===== src/hrs_pkg.sv =====
// Package of constants and types for the hardware return stack
package hrs_pkg;

	// ----------------------------------------
	// Sizes
	// ----------------------------------------
	localparam int DEPTH    = 16;
	localparam int PTR_W    = 4;
	localparam int ADDR_W   = 16;

	// ----------------------------------------
	// Reset values and landmarks
	// ----------------------------------------
	localparam logic [PTR_W-1:0] PTR_RESET = 4'h0;
	localparam logic [PTR_W-1:0] PTR_TOP   = 4'hF;
	localparam logic             FLAG_RESET = 1'b1;

	// ----------------------------------------
	// Operation codes
	// ----------------------------------------
	typedef enum logic [2:0] {
		HRS_OP_IDLE = 3'b001,
		HRS_OP_PUSH = 3'b010,
		HRS_OP_POP  = 3'b100
	} hrs_op_t;

endpackage : hrs_pkg


===== src/hrs_op_decode.sv =====
// Decoder from sequencer strobes to a stack operation
`timescale 1ns/1ps
module hrs_op_decode (
	// Sequencer strobes
	input  wire logic       call_exec,
	input  wire logic       irq_vector,
	input  wire logic       return_plain,
	input  wire logic       return_with_literal,
	input  wire logic       return_from_interrupt,
	// Decoded operation
	output hrs_pkg::hrs_op_t op
);
	logic push_req;
	logic pop_req;

	always_comb begin
		push_req = call_exec | irq_vector;
		pop_req  = return_plain | return_with_literal
			| return_from_interrupt;
		// Push wins if the sequencer ever misbehaves and asserts both
		if (push_req)
			op = hrs_pkg::HRS_OP_PUSH;
		else if (pop_req)
			op = hrs_pkg::HRS_OP_POP;
		else
			op = hrs_pkg::HRS_OP_IDLE;
	end
endmodule : hrs_op_decode


===== src/hrs_flag_track.sv =====
// Stack-space flag tracker with lock after pointer roll-over
`timescale 1ns/1ps
module hrs_flag_track (
	// Clock and reset
	input  wire logic clk,
	input  wire logic srst,
	// Pointer movement
	input  wire logic [hrs_pkg::PTR_W-1:0] ptr_next,
	input  wire logic                      wrap_up,
	// Flag state
	output logic                           flag_next,
	output logic                           lock_reg
);
	logic lock_next;

	always_comb begin
		lock_next = lock_reg | wrap_up;
		// Flag is clear at top or once locked; the lock is cleared only by reset
		flag_next = !(lock_next || ptr_next == hrs_pkg::PTR_TOP);
	end

	always_ff @(posedge clk) begin
		if (srst)
			lock_reg <= 1'b0;
		else
			lock_reg <= lock_next;
	end
endmodule : hrs_flag_track


===== src/hrs_return_stack.sv =====
// Hardware return-address stack, sixteen entries of program counter
//
// Functional notes
// - Sixteen 16-bit entries, pointer not software visible
// - Push program counter on call or interrupt
// - Pop into program counter on any return
// - High latch never touched by push/pop
// - Circular pointer, zero after every reset
// - Reset sets stack-space flag
// - Flag clears when pointer reaches Fh
// - Roll-over Fh to 0h locks flag clear
// - Pop at zero wraps; no underflow flag
// - Seventeenth push overwrites the first, onward
`timescale 1ns/1ps
module hrs_return_stack #(
	parameter int DEPTH  = hrs_pkg::DEPTH,
	parameter int ADDR_W = hrs_pkg::ADDR_W
) (
	// Clock and reset
	clk,
	srst,
	// Sequencer strobes
	call_exec,
	irq_vector,
	return_plain,
	return_with_literal,
	return_from_interrupt,
	// Program counter
	pc_value,
	pop_value,
	pop_valid,
	// Status
	stack_space_flag
);
	input  wire logic              clk;
	input  wire logic              srst;
	input  wire logic              call_exec;
	input  wire logic              irq_vector;
	input  wire logic              return_plain;
	input  wire logic              return_with_literal;
	input  wire logic              return_from_interrupt;
	input  wire logic [ADDR_W-1:0] pc_value;
	output logic      [ADDR_W-1:0] pop_value;
	output logic                   pop_valid;
	output logic                   stack_space_flag;

	// ----------------------------------------
	// Storage and pointer
	// ----------------------------------------
	// Dedicated array, outside program and data space; no pointer port
	logic [ADDR_W-1:0] mem [DEPTH];
	logic [hrs_pkg::PTR_W-1:0] ptr_reg;
	logic [hrs_pkg::PTR_W-1:0] ptr_next;
	logic [ADDR_W-1:0]         pop_value_reg;
	logic [ADDR_W-1:0]         pop_value_next;
	logic                      pop_valid_reg;
	logic                      pop_valid_next;
	logic                      flag_reg;
	logic                      flag_next;
	logic                      wrap_up;
	logic                      lock;
	hrs_pkg::hrs_op_t          op;

	// ----------------------------------------
	// Operation decode
	// ----------------------------------------
	hrs_op_decode u_dec (
		.call_exec             (call_exec),
		.irq_vector            (irq_vector),
		.return_plain          (return_plain),
		.return_with_literal   (return_with_literal),
		.return_from_interrupt (return_from_interrupt),
		.op                    (op)
	);

	// ----------------------------------------
	// Next-state logic
	// ----------------------------------------
	always_comb begin
		ptr_next       = ptr_reg;
		pop_value_next = pop_value_reg;
		pop_valid_next = 1'b0;
		wrap_up        = 1'b0;
		case (op)
			hrs_pkg::HRS_OP_PUSH: begin
				// Old entry simply overwritten when full
				ptr_next = ptr_reg + 4'h1;
				wrap_up  = (ptr_reg == hrs_pkg::PTR_TOP);
			end
			hrs_pkg::HRS_OP_POP: begin
				// Zero wraps to Fh; flag then reads as full
				ptr_next       = ptr_reg - 4'h1;
				pop_value_next = mem[ptr_next];
				pop_valid_next = 1'b1;
			end
			hrs_pkg::HRS_OP_IDLE: begin
				ptr_next = ptr_reg;
			end
			default: begin
				ptr_next = ptr_reg;
			end
		endcase
	end

	// ----------------------------------------
	// Flag tracking
	// ----------------------------------------
	hrs_flag_track u_flag (
		.clk       (clk),
		.srst      (srst),
		.ptr_next  (ptr_next),
		.wrap_up   (wrap_up),
		.flag_next (flag_next),
		.lock_reg  (lock)
	);

	// ----------------------------------------
	// Registers
	// ----------------------------------------
	always_ff @(posedge clk) begin
		if (srst) begin
			ptr_reg       <= hrs_pkg::PTR_RESET;
			flag_reg      <= hrs_pkg::FLAG_RESET;
			pop_value_reg <= '0;
			pop_valid_reg <= 1'b0;
		end else begin
			ptr_reg       <= ptr_next;
			flag_reg      <= flag_next;
			pop_value_reg <= pop_value_next;
			pop_valid_reg <= pop_valid_next;
		end
	end

	// Entries are not cleared by reset, matching plain RAM
	always_ff @(posedge clk) begin
		if (!srst && op == hrs_pkg::HRS_OP_PUSH)
			mem[ptr_reg] <= pc_value;
	end

	// Only the counter value is kept; the high latch has no path here
	assign pop_value        = pop_value_reg;
	assign pop_valid        = pop_valid_reg;
	assign stack_space_flag = flag_reg;
endmodule : hrs_return_stack


===== config.mk =====
export PLATFORM = sky130hd
export DESIGN_NAME = hrs_return_stack
export DESIGN_NICKNAME = d
export VERILOG_FILES = /design/src/hrs_pkg.sv /design/src/hrs_op_decode.sv /design/src/hrs_flag_track.sv /design/src/hrs_return_stack.sv
export SDC_FILE = /design/constraint.sdc
export NUM_CORES = 1
export LEC_CHECK = 0
export ABC_AREA = 1
export BUFFER_PORTS_ARGS = -buffer_cell sky130_fd_sc_hd__buf_2
export CORE_AREA = 2 2 243 149
export CTS_BUF_LIST = sky130_fd_sc_hd__clkbuf_4 sky130_fd_sc_hd__clkbuf_8 sky130_fd_sc_hd__clkbuf_16
export CTS_CLUSTER_DIAMETER = 120
export CTS_CLUSTER_SIZE = 14
export DETAILED_ROUTE_END_ITERATION = 10
export DIE_AREA = 0 0 245 151
export SLEW_MARGIN = 20
export SYNTH_ARGS = -nofsm -noshare
export SYNTH_HDL_FRONTEND = slang
export SYNTH_SLANG_ARGS = --single-unit

===== constraint.sdc =====
create_clock -name clk -period 2.65 [get_ports clk]
set_input_delay 0.3975 -clock clk [delete_from_list [all_inputs] [get_ports clk]]
set_output_delay 0.3975 -clock clk [all_outputs]
set_load 0.01 [all_outputs]

=== After elaboration in Yosys (flattened, before gate mapping) ===
Memories as Yosys holds them, arrays and structs flattened. A register that Yosys moved wholly into a read port is not among the register bits.
Cells that the tools add are included.

* Add/sub/neg operators: 2
* Multiply operators: 0
* Divide/modulo/power cells: 0
* Magnitude comparators: 0
* Eq/ne operators: 4
* Shifts and indexed selects: 0
* Mux-type cells: 7
* Bitwise operators: 4
* Reduce and logical (&&, ||, !) cells: 4

{| class="wikitable"
|+ Operators with widths
! cell !! count
|-
| 4-bit == test, second input constant || 2
|-
| 4-bit one-hot mux with 2 select lines || 1
|-
| 3-bit two-way mux || 2
|-
| 4-bit by 1-bit adder with 4-bit output, second input constant || 1
|-
| 1-bit two-way mux || 4
|-
| 1-bit bitwise OR || 4
|-
| 4-bit by 1-bit subtractor with 4-bit output, second input constant || 1
|-
| 3-bit by 2-bit == test with 1-bit output, second input constant || 1
|-
| 3-bit == test, second input constant || 1
|-
| 1-bit logical NOT || 2
|-
| 1-bit logical AND || 1
|-
| 1-bit logical OR || 1
|}

* Register bits after elaboration: 7
* Bits in latches: 0
* Bits in writable memories: 256
* Memory bits (read-only): 0
* Input bits: 23
* Output and inout port bits: 18
* Word-level logic and storage cells: 26
* Memories: 1

{| class="wikitable"
|+ Memory list
! memory !! words !! width !! rd ports !! clocked after memory_dff !! wr ports !! line !! source
|-
| mem || 16 || 16 || 1 || 1 || 1 || hrs_return_stack.sv:51 || <nowiki>logic [ADDR_W-1:0] mem [DEPTH];</nowiki>
|}

=== Depth between registers and ports, before layout ===
* Depth after elaboration: 9
* Gate-level depth with buffers: 15

=== By module ===
A second synthesis with hierarchy kept.

* Cells, all modules: 1212
* Area, all modules: 12092.8 µm²

{| class="wikitable"
|+ Modules (own cells, without submodules)
! module !! times used !! cells each !! area an instance (µm²) !! sequential area each (µm²)
|-
| hrs_return_stack || 1 || 1194 || 11995.3 || 8127.8
|-
| hrs_flag_track || 1 || 9 || 51.3 || 20.0
|-
| hrs_op_decode || 1 || 9 || 46.3 || 0.0
|}

=== Worst setup path after synthesis ===
Ideal clock, no wire load.

* Path kind: register to register
* Start point: reg ptr_reg[0] (netlist name)
* End point: mem mem[10][0], enable pin
* Library setup time: 0.388 ns
* Arrival: 1.723 ns
* Required time: 2.262 ns
* Setup slack: 0.539 ns
* Cell stages (with the launch flop): 8
* Clock period less this slack: 2.111 ns
* Cells stage by stage: dfxtp_1 buf_6 inv_4 buf_8 buf_6 ha_1 nand2_1 nor2_1

{| class="wikitable"
|+ RTL lines
! what !! line !! source
|-
| from (decl) || hrs_return_stack.sv:52 || <nowiki>logic [hrs_pkg::PTR_W-1:0] ptr_reg;</nowiki>
|-
| from (signal assigned) || hrs_return_stack.sv:122 || <nowiki>ptr_reg <= hrs_pkg::PTR_RESET;</nowiki>
|-
| from (signal assigned) || hrs_return_stack.sv:127 || <nowiki>ptr_reg <= ptr_next;</nowiki>
|-
| to (decl) || hrs_return_stack.sv:51 ||
|}

Straight into the memory's write port.

=== Final worst setup path ===
* Start point: reg ptr_reg[1] (netlist name)
* End point: reg pop_value_reg[8] (netlist: pop_value[8]), read port of mem

* Cells in the longest elaborated chain, start to end: 1

{| class="wikitable"
|+ Ends and longest elaborated chain
! what !! line !! source
|-
| 4-bit by 1-bit subtractor with 4-bit output || hrs_return_stack.sv:92 || <nowiki>ptr_next = ptr_reg - 4'h1;</nowiki>
|-
| to (decl) || hrs_return_stack.sv:54 || <nowiki>logic [ADDR_W-1:0] pop_value_reg;</nowiki>
|}

Every way passes these cells.
A chain may end at the register's enable or synchronous reset.

==> results.ini <==
[critical_path]
crit_fanout=42
slowest_delay_ns=0.44
crit_top_cell=nand2_1
timing.critical_path.required_ns=3.13
timing.critical_path.slowest_stage_cell=buf_4
critPathLaunchType=register
crit_start=ptr_reg[1]
cp.buffers_inverters=3
r2r_start=ptr_reg[1]
cp.arrival_ns=2.55
critical_path_type=reg2reg
path_cells=inv_1 > ha_2 > inv_2 > buf_4 > nand3_1 > nand2_1 > nand2_1 > nand2_1 > nand2_1 > nand2_1 > nand2_1 > nand2_1
end_kind=register
regToRegSetupSlack_ns=0.58
critPathTopFamily=simple AND/OR/NAND/NOR gates

[global_routing]
first_global_vias=7542
grt_antenna_before_repair=1
grt_pass1_wl_um=47400
grt_max_degree=70
residual_overflow_from_global_routing=0
grt.total_usage=0.172

[pwr]
p_leak_nw=5.69
vdd_ir_drop_max_mv=0.386
power_density_relative_to_cell_area_mw_per_mm2=706
total_power_mw=9.55

[sta]
timing.setup.tns_ns=0
slew_viol_final=0
slew_hr=0.453
finalCriticalPeriod_ns=2.07
maxClockFrequency_mhz=482
post_route_fraction_of_the_period_consumed_by_the_critical_path=0.782
max_slew.worst_pin.slew_ns=0.821
setup_repair_after_global_routing_missed_its_margin=no
clock_skew_ns=0.00805
timing_hold_violations_final=0
final_ws_setup_ns=0.577
report.final.setup_viol=0

[route]
avgRoutedWirePerCell_um=18.2
via_count=7998
drc=0
via_per_inst=4.69
drt-initial-drc-count=817
drt_wl_total_um=31100
detail_route.first_pass.iterations=5
antenna_violating_nets_post_route=0

[floorplanning]
die-area_mm2=0.0370
placement_rows=53
die_h_um=151
floorplan.initialDensity=0.347
design.portCount=41
chipWidth_um=245
core_area_mm2=0.0347

[final_layout]
final_net_count=1251
fin_area_mm2=0.0135
largest_reg_flops=256
layout-drive-gt1-share=0.126
area_growth_syn_to_layout_pct=12.6
final_core_util=0.390

[synth]
ys_top_cells_by_count=416 x nand2_1, 256 x edfxtp_1, 179 x nand3_1, 152 x inv_1, 60 x nor2_1
ys_seq_area_frac=0.678
synthesis.instances=1174
ys_dominant_reg_cell=edfxtp_1
synth.most_common_cell=nand2_1
synth_seq_cells=279
synth_area_mm2=0.0120
yosys.area.top_type=edfxtp_1
ys_async_sr_fraction=0
synth_area_leaders=edfxtp_1 64%, nand2_1 13%, nand3_1 7.5%
synthDistinctLibCells=25
postSynthAreaPerCell_um2=10.2
syn_nets=1202
yosys_warnings=0
synth_edf_count=256
synthDominantCellAreaShare=0.640

[place]
half_perimeter_wire_length_after_placement_um=18100
post_place_setup_slack_ns=0.654
place_area_mm2=0.0128
routabilityCongestion=0.810
portBuffers=40

[cts]
cts.sinks=279
insertion_delay_ns=0.53
path_clk_slew_ns=0.07
cts_tree=yes
cts_post_setup_buffers_inserted=0
clockBufferDepth=3
htreeDepth=1
clock-root-buffer=clkbuf_16
numCtsBuffers=23
post_cts_resize_count=0
holdBufCountCts=0

[min_path]
worst_hold_path_type=in2reg
min-delay-start=pc_value[6]

[run]
max_capacitance_violation_count=0

[run_status]
status=finished clean

## per-layer routing
metal	global-route usage	up-vias	routed length, um
met5	0	-	0
met4	0.0305	0	436
met3	0.0250	34	2080
met2	0.251	279	12800
met1	0.272	3787	15800
li1	-	3898	-
## worst reg2reg max path, delay by kind of cell, from the launching register on
family | cells | cell delay (ns)
and+or+nand+nor | 8 | 0.67
DFF | 1 | 0.42
adders and majority gates | 1 | 0.30
buffers and inverters | 3 | 0.63
## final cells by class
| type | instances | area (um2) |
|---|---|---|
| Antenna cell | 1 | 2.50 |
| Clock buffer | 41 | 711 |
| Fill cell | 3390 | 21200 |
| Inverter | 158 | 598 |
| Multi-Input combinational cell | 681 | 2930 |
| Sequential cell | 279 | 8150 |
| Tap cell | 467 | 584 |
| Timing Repair Buffer | 80 | 551 |
## stage by stage
step,hold WS [ns],cells
final,0.246,1707
after global routing,0.251,1706
after CTS,0.240,1706
after detailed placement,0.479,1665
after global placement,0.463,1665
after floorplan,0.438,1174
## kinds of logic (layout without fill, tap and decap cells)
logic type | count (synthesis) | after routing | synth area share
compound gates | 8 | 8 | 0.00385
fa+ha+maj | 5 | 5 | 0.00521
buf+inv | 214 | 279 | 0.0816
flops | 279 | 279 | 0.678
other cells | 0 | 1 | 0
simple gates | 668 | 668 | 0.231
## worst paths after layout
kind | to | cells past startpoint
setup / recovery | pop_value[8] | 12
hold / removal | mem[4][6] | 1
setup reg to reg | pop_value[8] | 12
hold reg to reg | u_flag.lock_reg | 2
## placed cells by master (no fill, tap or decap), types with 2 or more instances in the layout
cell type and count:
dfxtp_1 22, nor2_1 44, inv_4 2, nand2_1 416, nand2_4 2, buf_4 36
ha_1 4, nand2_2 4, edfxtp_1 256, nor2_2 18, o21ai_0 6, clkbuf_4 18
buf_2 40, inv_1 152, clkbuf_16 23, buf_12 4, nand4_1 2, nand3_1 179
inv_2 4
## report_power, final
group | total [mW] | internal [mW] | switching (mW)
logic | 1.25 | 0.359 | 0.888
registers | 4.93 | 4.89 | 0.0415
clock network | 3.37 | 1.82 | 1.55
No activity file was read; power rests on OpenSTA's default activity.
